$ cat src/pfmux_pkg.sv
// Constants and carrier types of the pin function multiplexer
`default_nettype none

package pfmux_pkg;

  // ------------------------------------------------------------
  // Bus and register widths
  // ------------------------------------------------------------
  localparam int ADDR_W = 4;
  localparam int DATA_W = 16;
  localparam int NPINS = 6;
  localparam int FUNC_W = 2 * NPINS;

  // ------------------------------------------------------------
  // Register offsets
  // ------------------------------------------------------------
  localparam logic [ADDR_W-1:0] OFS_GPIO_DATA = 4'h0;
  localparam logic [ADDR_W-1:0] OFS_GPIO_DIR = 4'h1;
  localparam logic [ADDR_W-1:0] OFS_FUNC_SEL = 4'h2;
  localparam logic [ADDR_W-1:0] OFS_CLOCK_OUT_PIN_SEL = 4'h3;
  localparam logic [ADDR_W-1:0] OFS_PIN_STATE = 4'h4;
  localparam logic [ADDR_W-1:0] OFS_STATUS = 4'h5;

  // ------------------------------------------------------------
  // Reset values
  // ------------------------------------------------------------
  localparam logic [NPINS-1:0] RST_GPIO_DATA = 6'h00;
  localparam logic [NPINS-1:0] RST_GPIO_DIR = 6'h00;
  localparam logic [FUNC_W-1:0] RST_FUNC_SEL = 12'h000;
  localparam logic [1:0] RST_CLOCK_OUT_PIN_SEL = 2'h0;

  // ------------------------------------------------------------
  // Pin positions in data, direction and state registers
  // ------------------------------------------------------------
  localparam int PIN_PB0 = 0;
  localparam int PIN_PB1 = 1;
  localparam int PIN_PB4 = 2;
  localparam int PIN_PB6 = 3;
  localparam int PIN_PB7 = 4;
  localparam int PIN_PA7 = 5;

  // Status register bits
  localparam int ST_EXT_CLK_EN = 0;
  localparam int ST_RST_PIN_MODE = 1;
  localparam int ST_CLOCK_OUT_PIN_MODE = 2;

  // ------------------------------------------------------------
  // Function codes, two bits per pin, code 0 is the primary use
  // ------------------------------------------------------------
  localparam logic [1:0] FN_PRIMARY = 2'h0;
  localparam logic [1:0] FN_B0_SCLK = 2'h1;
  localparam logic [1:0] FN_B0_SCL = 2'h2;
  localparam logic [1:0] FN_B1_SS = 2'h1;
  localparam logic [1:0] FN_B1_SDA = 2'h2;
  localparam logic [1:0] FN_B4_T0 = 2'h1;
  localparam logic [1:0] FN_B4_CLOCK_OUT_PIN = 2'h2;
  localparam logic [1:0] FN_B6_RXD = 2'h1;
  localparam logic [1:0] FN_B6_SDA = 2'h2;
  localparam logic [1:0] FN_B6_EXT_CLOCK_IN = 2'h3;
  localparam logic [1:0] FN_B7_TXD = 2'h1;
  localparam logic [1:0] FN_B7_SCL = 2'h2;
  localparam logic [1:0] FN_A7_GPIO = 2'h1;

  // Clock output source codes
  localparam logic [1:0] CLOCK_OUT_PIN_OFF = 2'h0;
  localparam logic [1:0] CLOCK_OUT_PIN_MASTER = 2'h1;
  localparam logic [1:0] CLOCK_OUT_PIN_BUS = 2'h2;
  localparam logic [1:0] CLOCK_OUT_PIN_OSC = 2'h3;

  // ------------------------------------------------------------
  // Timing
  // ------------------------------------------------------------
  localparam int RST_RELEASE_CYCLES = 32;

  // ------------------------------------------------------------
  // Carrier types
  // ------------------------------------------------------------
  typedef struct packed {
    logic o;
    logic oe;
  } pfmux_drv_t;

  typedef struct packed {
    logic o;
    logic oe;
    logic pu;
  } pfmux_pad_t;

endpackage

`default_nettype wire

$ cat src/pfmux_top.sv
// Shared pin function multiplexer with reset pin and clock output
//
// Summary of operation
// - After any reset every shared pin uses its primary function; alternates need programming.
// - During reset every pad has output driver off, input mode, pull-up on.
// - Each pin used as general I/O has its own direction bit.
// - Port B line 6 defaults to I/O; clock input needs selection and mode bit.
// - Selected as clock input, port B line 6 feeds the clock generation block.
// - Port B lines 7 and 4 default to I/O; peripherals chosen by selection.
// - In single-wire serial mode the transmit pin also carries received data, unless port B line 6 is selected as receive.
// - I2C data and clock each route to either of two pins.
// - Internal reset releases synchronously a fixed cycle count after reset ends.
// - Reset pin defaults to reset; as port A line 7 it is input or open drain.
// - With the reset pin in I/O mode, pin reset is ignored.
// - Clock output drives off, master clock, bus clock or oscillator clock.
`timescale 1ns/1ps
`default_nettype none

module pfmux_top #(
  parameter int RST_CYCLES = pfmux_pkg::RST_RELEASE_CYCLES
) (
  // Clock and reset
  input wire logic CORE_CLK_I,
  input wire logic RST_I,
  // Register port
  input wire logic [pfmux_pkg::ADDR_W-1:0] REG_ADDR_I,
  input wire logic [pfmux_pkg::DATA_W-1:0] REG_WDATA_I,
  input wire logic REG_WR_I,
  input wire logic REG_RD_I,
  output logic [pfmux_pkg::DATA_W-1:0] REG_RDATA_O,
  // Pad inputs
  input wire logic PB0_I,
  input wire logic PB1_I,
  input wire logic PB4_I,
  input wire logic PB6_I,
  input wire logic PB7_I,
  input wire logic PA7_I,
  // Pad drives
  output pfmux_pkg::pfmux_pad_t PB0_O,
  output pfmux_pkg::pfmux_pad_t PB1_O,
  output pfmux_pkg::pfmux_pad_t PB4_O,
  output pfmux_pkg::pfmux_pad_t PB6_O,
  output pfmux_pkg::pfmux_pad_t PB7_O,
  output pfmux_pkg::pfmux_pad_t PA7_O,
  // Clock sources and oscillator control
  input wire logic MASTER_CLK_I,
  input wire logic BUS_CLK_I,
  input wire logic OSC_CLK_I,
  input wire logic OSC_CLOCK_MODE_I,
  // Peripheral drives towards the pins
  input wire pfmux_pkg::pfmux_drv_t SCI_TXD_DRV_I,
  input wire logic SCI_SINGLE_WIRE_I,
  input wire pfmux_pkg::pfmux_drv_t I2C_SDA_DRV_I,
  input wire pfmux_pkg::pfmux_drv_t I2C_SCL_DRV_I,
  input wire pfmux_pkg::pfmux_drv_t SPI_SS_DRV_I,
  input wire pfmux_pkg::pfmux_drv_t SPI_SCLK_DRV_I,
  input wire pfmux_pkg::pfmux_drv_t TMR0_DRV_I,
  // Pin levels towards the peripherals
  output logic SCI_RXD_O,
  output logic I2C_SDA_O,
  output logic I2C_SCL_O,
  output logic SPI_SS_O,
  output logic SPI_SCLK_O,
  output logic TMR0_O,
  // Clock generation and system reset
  output logic EXT_CLK_O,
  output logic EXT_CLK_EN_O,
  output logic SYS_RST_O
);
  import pfmux_pkg::*;

  localparam int CNT_W = $clog2(RST_CYCLES + 1);
  localparam logic [CNT_W-1:0] CNT_LAST = CNT_W'(RST_CYCLES - 1);
  function automatic logic [1:0] fsel(input logic [FUNC_W-1:0] f, input int idx);
    fsel = f[2*idx +: 2];
  endfunction
  // ------------------------------------------------------------
  // State
  // ------------------------------------------------------------
  logic [NPINS-1:0] data_q;
  logic [NPINS-1:0] dir_q;
  logic [FUNC_W-1:0] func_q;
  logic [1:0] clock_out_pin_sel_q;
  logic [DATA_W-1:0] rdata_q;
  logic [CNT_W-1:0] rst_cnt_q;
  logic sys_rst_q;
  pfmux_pad_t pad_q [NPINS];
  logic sci_rxd_q;
  logic sda_in_q;
  logic scl_in_q;
  logic ss_in_q;
  logic sclk_in_q;
  logic t0_in_q;
  logic ext_clk_en_q;
  logic clock_out_pin_mode_q;
  // ------------------------------------------------------------
  // Pin synchronisers
  // ------------------------------------------------------------
  logic [NPINS-1:0] pin_s;
  pfmux_sync #(
    .W(NPINS)
  ) u_pin_sync (
    .clk_i(CORE_CLK_I),
    .d_i({PA7_I, PB7_I, PB6_I, PB4_I, PB1_I, PB0_I}),
    .q_o(pin_s)
  );

  // ------------------------------------------------------------
  // Function decode
  // ------------------------------------------------------------
  wire [1:0] fn_b0 = fsel(func_q, PIN_PB0);
  wire [1:0] fn_b1 = fsel(func_q, PIN_PB1);
  wire [1:0] fn_b4 = fsel(func_q, PIN_PB4);
  wire [1:0] fn_b6 = fsel(func_q, PIN_PB6);
  wire [1:0] fn_b7 = fsel(func_q, PIN_PB7);
  wire [1:0] fn_a7 = fsel(func_q, PIN_PA7);
  wire rst_pin_mode = (fn_a7 == FN_PRIMARY);
  wire a7_gpio = (fn_a7 == FN_A7_GPIO);

  // ------------------------------------------------------------
  // Reset request and release
  // ------------------------------------------------------------
  // Low pin holds reset
  wire rst_req = RST_I | (rst_pin_mode & ~pin_s[PIN_PA7]);
  wire reg_rst = RST_I | sys_rst_q;

  always_ff @(posedge CORE_CLK_I) begin
    if (rst_req) begin
      rst_cnt_q <= '0;
      sys_rst_q <= 1'b1;
    end else if (sys_rst_q) begin
      rst_cnt_q <= rst_cnt_q + CNT_W'(1);
      sys_rst_q <= (rst_cnt_q != CNT_LAST);
    end
  end

  // ------------------------------------------------------------
  // Register port
  // ------------------------------------------------------------
  wire wr_data = REG_WR_I & (REG_ADDR_I == OFS_GPIO_DATA);
  wire wr_dir = REG_WR_I & (REG_ADDR_I == OFS_GPIO_DIR);
  wire wr_func = REG_WR_I & (REG_ADDR_I == OFS_FUNC_SEL);
  wire wr_clock_out_pin = REG_WR_I & (REG_ADDR_I == OFS_CLOCK_OUT_PIN_SEL);

  logic [DATA_W-1:0] rd_mux;
  always_comb begin
    case (REG_ADDR_I)
      OFS_GPIO_DATA: rd_mux = DATA_W'(data_q);
      OFS_GPIO_DIR: rd_mux = DATA_W'(dir_q);
      OFS_FUNC_SEL: rd_mux = DATA_W'(func_q);
      OFS_CLOCK_OUT_PIN_SEL: rd_mux = DATA_W'(clock_out_pin_sel_q);
      OFS_PIN_STATE: rd_mux = DATA_W'(pin_s);
      OFS_STATUS: begin
        rd_mux = '0;
        rd_mux[ST_EXT_CLK_EN] = ext_clk_en_q;
        rd_mux[ST_RST_PIN_MODE] = rst_pin_mode;
        rd_mux[ST_CLOCK_OUT_PIN_MODE] = clock_out_pin_mode_q;
      end
      default: rd_mux = '0;
    endcase
  end

  always_ff @(posedge CORE_CLK_I) begin
    if (reg_rst) begin
      data_q <= RST_GPIO_DATA;
      dir_q <= RST_GPIO_DIR;
      func_q <= RST_FUNC_SEL;
      clock_out_pin_sel_q <= RST_CLOCK_OUT_PIN_SEL;
    end else begin
      if (wr_data) data_q <= REG_WDATA_I[NPINS-1:0];
      if (wr_dir) dir_q <= REG_WDATA_I[NPINS-1:0];
      if (wr_func) func_q <= REG_WDATA_I[FUNC_W-1:0];
      if (wr_clock_out_pin) clock_out_pin_sel_q <= REG_WDATA_I[1:0];
    end
  end

  always_ff @(posedge CORE_CLK_I) begin
    if (RST_I) begin
      rdata_q <= '0;
    end else begin
      rdata_q <= REG_RD_I ? rd_mux : '0;
    end
  end

  // ------------------------------------------------------------
  // Pad drive selection
  // ------------------------------------------------------------
  localparam pfmux_drv_t DRV_OFF = '{o: 1'b0, oe: 1'b0};
  localparam pfmux_drv_t DRV_ON_LOW = '{o: 1'b0, oe: 1'b1};
  pfmux_drv_t drv [NPINS];
  pfmux_drv_t gpio_drv [NPINS];

  always_comb begin
    for (int i = 0; i < NPINS; i++) begin
      gpio_drv[i] = '{o: data_q[i], oe: dir_q[i]};
    end
  end

  // Each pad driven by the source its function code selects
  always_comb begin
    case (fn_b0)
      FN_PRIMARY: drv[PIN_PB0] = gpio_drv[PIN_PB0];
      FN_B0_SCLK: drv[PIN_PB0] = SPI_SCLK_DRV_I;
      FN_B0_SCL: drv[PIN_PB0] = I2C_SCL_DRV_I;
      default: drv[PIN_PB0] = DRV_OFF;
    endcase
    case (fn_b1)
      FN_PRIMARY: drv[PIN_PB1] = gpio_drv[PIN_PB1];
      FN_B1_SS: drv[PIN_PB1] = SPI_SS_DRV_I;
      FN_B1_SDA: drv[PIN_PB1] = I2C_SDA_DRV_I;
      default: drv[PIN_PB1] = DRV_OFF;
    endcase
    case (fn_b4)
      FN_PRIMARY: drv[PIN_PB4] = gpio_drv[PIN_PB4];
      FN_B4_T0: drv[PIN_PB4] = TMR0_DRV_I;
      FN_B4_CLOCK_OUT_PIN: drv[PIN_PB4] = DRV_ON_LOW;
      default: drv[PIN_PB4] = DRV_OFF;
    endcase
    case (fn_b6)
      FN_PRIMARY: drv[PIN_PB6] = gpio_drv[PIN_PB6];
      FN_B6_SDA: drv[PIN_PB6] = I2C_SDA_DRV_I;
      default: drv[PIN_PB6] = DRV_OFF;
    endcase
    case (fn_b7)
      FN_PRIMARY: drv[PIN_PB7] = gpio_drv[PIN_PB7];
      FN_B7_TXD: drv[PIN_PB7] = SCI_TXD_DRV_I;
      FN_B7_SCL: drv[PIN_PB7] = I2C_SCL_DRV_I;
      default: drv[PIN_PB7] = DRV_OFF;
    endcase
    // Open drain: only ever pulls low
    if (a7_gpio) begin
      drv[PIN_PA7] = '{o: 1'b0, oe: dir_q[PIN_PA7] & ~data_q[PIN_PA7]};
    end else begin
      drv[PIN_PA7] = DRV_OFF;
    end
  end

  always_ff @(posedge CORE_CLK_I) begin
    for (int i = 0; i < NPINS; i++) begin
      if (reg_rst) begin
        pad_q[i] <= '{o: 1'b0, oe: 1'b0, pu: 1'b1};
      end else begin
        pad_q[i] <= '{o: drv[i].o, oe: drv[i].oe, pu: ~drv[i].oe};
      end
    end
  end

  // ------------------------------------------------------------
  // Pin levels towards peripherals
  // ------------------------------------------------------------
  // Single-wire receive from transmit pad
  wire rxd_d = (fn_b6 == FN_B6_RXD) ? pin_s[PIN_PB6] :
               ((fn_b7 == FN_B7_TXD) & SCI_SINGLE_WIRE_I) ? pin_s[PIN_PB7] : 1'b1;
  // Data and clock from whichever pin carries them
  wire sda_d = (fn_b6 == FN_B6_SDA) ? pin_s[PIN_PB6] :
               (fn_b1 == FN_B1_SDA) ? pin_s[PIN_PB1] : 1'b1;
  wire scl_d = (fn_b7 == FN_B7_SCL) ? pin_s[PIN_PB7] :
               (fn_b0 == FN_B0_SCL) ? pin_s[PIN_PB0] : 1'b1;
  wire ss_d = (fn_b1 == FN_B1_SS) ? pin_s[PIN_PB1] : 1'b1;
  wire sclk_d = (fn_b0 == FN_B0_SCLK) ? pin_s[PIN_PB0] : 1'b0;
  wire t0_d = (fn_b4 == FN_B4_T0) ? pin_s[PIN_PB4] : 1'b0;
  // Clock input needs both selection and mode bit
  wire ext_clk_en_d = (fn_b6 == FN_B6_EXT_CLOCK_IN) & OSC_CLOCK_MODE_I;

  always_ff @(posedge CORE_CLK_I) begin
    if (reg_rst) begin
      sci_rxd_q <= 1'b1;
      sda_in_q <= 1'b1;
      scl_in_q <= 1'b1;
      ss_in_q <= 1'b1;
      sclk_in_q <= 1'b0;
      t0_in_q <= 1'b0;
      ext_clk_en_q <= 1'b0;
      clock_out_pin_mode_q <= 1'b0;
    end else begin
      sci_rxd_q <= rxd_d;
      sda_in_q <= sda_d;
      scl_in_q <= scl_d;
      ss_in_q <= ss_d;
      sclk_in_q <= sclk_d;
      t0_in_q <= t0_d;
      ext_clk_en_q <= ext_clk_en_d;
      clock_out_pin_mode_q <= (fn_b4 == FN_B4_CLOCK_OUT_PIN);
    end
  end

  // ------------------------------------------------------------
  // Clock output
  // ------------------------------------------------------------
  logic clock_out_pin_clk;
  pfmux_clkout u_clkout (
    .sel_i(clock_out_pin_sel_q),
    .master_clk_i(MASTER_CLK_I),
    .bus_clk_i(BUS_CLK_I),
    .osc_clk_i(OSC_CLK_I),
    .clk_o(clock_out_pin_clk)
  );

  // ------------------------------------------------------------
  // Outputs
  // ------------------------------------------------------------
  // Clock paths bypass flops: a clock cannot be resampled at its own rate
  assign PB0_O = pad_q[PIN_PB0];
  assign PB1_O = pad_q[PIN_PB1];
  assign PB4_O = '{o: clock_out_pin_mode_q ? clock_out_pin_clk : pad_q[PIN_PB4].o,
                   oe: pad_q[PIN_PB4].oe, pu: pad_q[PIN_PB4].pu};
  assign PB6_O = pad_q[PIN_PB6];
  assign PB7_O = pad_q[PIN_PB7];
  assign PA7_O = pad_q[PIN_PA7];
  assign REG_RDATA_O = rdata_q;
  assign SCI_RXD_O = sci_rxd_q;
  assign I2C_SDA_O = sda_in_q;
  assign I2C_SCL_O = scl_in_q;
  assign SPI_SS_O = ss_in_q;
  assign SPI_SCLK_O = sclk_in_q;
  assign TMR0_O = t0_in_q;
  assign EXT_CLK_EN_O = ext_clk_en_q;
  // Raw pad clock to clock generation
  assign EXT_CLK_O = ext_clk_en_q & PB6_I;
  assign SYS_RST_O = sys_rst_q;

endmodule

`default_nettype wire

$ cat src/pfmux_sync.sv
// Two-stage synchroniser for asynchronous pin levels
`timescale 1ns/1ps
`default_nettype none

module pfmux_sync #(
  parameter int W = 1
) (
  // Clock
  input wire logic clk_i,
  // Data
  input wire logic [W-1:0] d_i,
  output logic [W-1:0] q_o
);

  logic [W-1:0] meta_q;

  // No reset: pin levels must be tracked while the chip is held in reset
  always_ff @(posedge clk_i) begin
    meta_q <= d_i;
    q_o <= meta_q;
  end

endmodule

`default_nettype wire

$ cat src/pfmux_clkout.sv
// Source selector for the buffered clock output
`timescale 1ns/1ps
`default_nettype none

module pfmux_clkout (
  // Selection
  input wire logic [1:0] sel_i,
  // Clock sources
  input wire logic master_clk_i,
  input wire logic bus_clk_i,
  input wire logic osc_clk_i,
  // Selected clock
  output logic clk_o
);
  import pfmux_pkg::*;

  always_comb begin
    case (sel_i)
      CLOCK_OUT_PIN_MASTER: clk_o = master_clk_i;
      CLOCK_OUT_PIN_BUS: clk_o = bus_clk_i;
      CLOCK_OUT_PIN_OSC: clk_o = osc_clk_i;
      default: clk_o = 1'b0;
    endcase
  end

endmodule

`default_nettype wire

$ cat config.mk
export PLATFORM = sky130hd
export DESIGN_NAME = pfmux_top
export DESIGN_NICKNAME = d
export VERILOG_FILES = /design/src/pfmux_pkg.sv /design/src/pfmux_top.sv /design/src/pfmux_sync.sv /design/src/pfmux_clkout.sv
export SDC_FILE = /design/constraint.sdc
export NUM_CORES = 1
export LEC_CHECK = 0
export ABC_AREA = 1
export BUFFER_PORTS_ARGS = -buffer_cell sky130_fd_sc_hd__buf_2
export CAP_MARGIN = 20
export CELL_PAD_IN_SITES_DETAIL_PLACEMENT = 1
export CELL_PAD_IN_SITES_GLOBAL_PLACEMENT = 2
export CORE_ASPECT_RATIO = 1.75
export CORE_MARGIN = 2
export CORE_UTILIZATION = 29
export CTS_CLUSTER_DIAMETER = 80
export DETAILED_ROUTE_END_ITERATION = 6
export GPL_TIMING_DRIVEN = 0
export PLACE_DENSITY = 0.79
export SLEW_MARGIN = 20
export SYNTH_ARGS = -nofsm -noshare
export SYNTH_HDL_FRONTEND = slang
export SYNTH_SLANG_ARGS = --single-unit
$ cat constraint.sdc
create_clock -name CORE_CLK_I -period 1.5 [get_ports CORE_CLK_I]
set_input_delay 0.225 -clock CORE_CLK_I [delete_from_list [all_inputs] [get_ports CORE_CLK_I]]
set_output_delay 0.225 -clock CORE_CLK_I [all_outputs]
set_load 0.01 [all_outputs]
==> impl_metrics.toml <==
[timing]
period_needed_ps = 1430
finalHoldViolations = 0
tightest_slew_ps = 576
timing.final.setup_violations = 0
rsz0062_at_grt = "no"
slew_headroom_pct = 61.6
drv_slew = 0
fin_setup_tns_ps = 0
clock.fmax_ghz = 0.701
skew_ps = 5.36
hold_slack_ps = 12.9
post-route-period-util_pct = 95.2

[cells_and_area]
design_area_sq_mm = 0.00396
fin_nets = 524
multiInputGateArea_sq_mm = 0.00114
fin_cells = 607
antennaDiodeCount = 0
area_growth_pct = 29.3
layout-drive-gt1-share_pct = 25.8
ff_latch_area_sq_mm = 0.00164
fill_cells = 1298

[routing]
ant_nets = 0
finalWirelength_microns = 9020
drcViolationCount = 0
avgRoutedWirePerCell_microns = 14.9
drtPass1Iterations = 4
drt_iter0_drc = 63
vias = 2843
vias_per_cell = 4.68

[synth]
synth.avg_cell_area_sq_um = 8.14
synth.most_common_cell = "dfxtp_1"
yosysUniqueCellTypes = 30
ys_seq_elements = 82
yosysWarningCount = 0
syn_inst = 376
synth-edff-count = 0
ys.flop_type = "dfxtp_1"
synth_area_sq_mm = 0.00306
yosysTopAreaCellShare_pct = 53.6
synthTopCellsByArea = "dfxtp_1, nand3_1, nand2_1"
ys_seq_area_share_pct = 53.6
async_flop_share_pct = 0
synth_area_leader_cell = "dfxtp_1"
synth_common_cells = "dfxtp_1, nand2_1, nand3_1"

[floorplanning]
chipHeight_microns = 140
die_w_microns = 81.7
io-pin-count = 90
core_sq_mm = 0.0103
rows = 49
die_area_sq_mm = 0.0114
initial_core_util_pct = 29.7

[power]
p_total_mw = 4.42
power.share.clock_pct = 45.6
seq_power_share_pct = 50.0
power_density_mw_per_mm2 = 1120
netSwitchingPower_mw = 0.993
pwr-share-comb_pct = 4.5
p_sw_share_pct = 22.5
p_int_mw = 3.43
leakage_nw = 1.71
ir_drop_mv = 0.608

[setup_path]
crit_path_max_fanout = 4
worstPathRequired_ps = 1270
worst_setup_path_start_kind = "flop"
end_kind = "output port"
worstSetupPathType = "reg2out"
arrival_ps = 1200

[cts]
cts-root-buf = "clkbuf_16"
cts.sinks = 82
cts_max_level = 3
post-cts-setup-buffers = 0
clk_latency_ps = 340
cts_tree = "done"
clk_pin_slew_ps = 60
cts_buffers = 9
clockBufferDepth = 2

[global_routing]
grt_max_degree = 14
antenna_found_initial = 0
grt-ovfl-total = 0
track_usage_pct = 16.7
grt_pass1_vias = 2941
grt_pass1_wl_microns = 14200

[place]
dpl.cell_count = 587
io_buffers = 80
postPlaceCellArea_sq_mm = 0.00363
globalplace.congestion = 0.851
dp_hpwl_microns = 7010

[run]
maxCapViolCount = 0

[hold_path]
hold_class = "in2reg"

[run_status]
status = "finished, final reports clean"
through the flow:
| step | setup WS (ps) | utilization [%] |
|---|---|---|
| 5_1_grt | 14.1 | 38.4 |
| 6_report | 72.6 | 38.4 |
| 4_1_cts | 54.9 | 38.4 |
| 2_1_floorplan | 410 | - |
| 3_5_place_dp | 31.1 | 35.3 |
| 3_3_place_gp | 62.1 | 35.3 |
cells by family after synthesis:
group / after synthesis / share of synthesized area [%]
AO/OA/AOI/OAI: 68 / 11.5
XOR/XNOR: 2 / 0.572
other: 1 / 0.123
multiplexers: 1 / 0.327
buffers and inverters: 63 / 9.65
flip-flops: 82 / 53.6
adder cells (fa/ha/maj): 1 / 0.409
AND/OR/NAND/NOR: 158 / 23.8
placed cells by master, fill, tap and decap left out, types with 2 or more instances in the layout:
cell,n
buf_6,3
conb_1,5
nor2_4,2
nand2_2,2
buf_4,9
nand2_1,58
dlygate4sd3_1,5
nand3_2,2
o21ai_0,18
nand3_1,49
o22ai_1,3
o211ai_1,2
clkbuf_16,9
clkinv_2,3
buf_2,83
dfxtp_1,82
a21oi_1,34
inv_2,3
o21ai_1,10
nor2_1,29
inv_1,43
nor2_2,3
nand4_1,2
nor3_1,9
power by group through the flow:
stage | combinational (mW) | sequential (mW) | clock, mW
2_1_floorplan | 0.0820 | 2.25 | 0
3_3_place_gp | 0.187 | 2.26 | 0
3_5_place_dp | 0.190 | 2.26 | 0
4_1_cts | 0.201 | 2.21 | 2.07
5_1_grt | 0.216 | 2.21 | 2.13
6_report | 0.198 | 2.21 | 2.02
state kept, by name, indices dropped and copies added (netlist names), 2 cells and up:
signal,flops
clock_out_pin_sel_q,2
u_pin_sync.meta_q,6
dir_q,6
func_q,12
data_q,6
pad_q,17
rst_cnt_q,6
REG_RDATA_O,12
u_pin_sync.q_o,6
worst max-delay path, stage by stage, from the launching register on:
cell and delay (ps):
dfxtp_1 380, inv_1 80, nor3_1 170, o22ai_1 100, buf_2 140
final timing paths:
| kind | slack [ps] | depth (start not counted) | startpoint | to |
|---|---|---|---|---|
| min reg2reg | 330 | 0 | u_pin_sync.meta_q[2] | u_pin_sync.q_o[2] |
| max reg2reg | 180 | 4 | SYS_RST_O | SPI_SCLK_O |
| max | 70 | 4 | clock_out_pin_sel_q[0] | PB4_O[2] |
| min | 10 | 1 | PB6_I | u_pin_sync.meta_q[3] |
cell type report:
| class | instances | share of cell area [%] |
|---|---|---|
| Tap cell | 127 | 4.02 |
| Inverter | 46 | 4.36 |
| Clock inverter | 5 | 0.790 |
| Buffer | 17 | 3.16 |
| Clock buffer | 10 | 6.04 |
| Timing Repair Buffer | 85 | 11.4 |
| Sequential cell | 82 | 41.5 |
| Multi-Input combinational cell | 235 | 28.8 |
layer usage:
layer | up-vias | track usage (%) | routed length [microns]
met5 | - | 0 | 0
met4 | 0 | 7.46 | 217
met3 | 17 | 3.54 | 392
met2 | 69 | 30.8 | 4880
met1 | 1343 | 17.3 | 3530
li1 | 1414 | - | -
what timing repair did:
item,in CTS,in global routing
endpoints found under the hold margin,5,0
endpoints found under the setup margin,1,10
resized for setup,1,2
hold buffers,5,0
(Power assumes the default switching activity.)
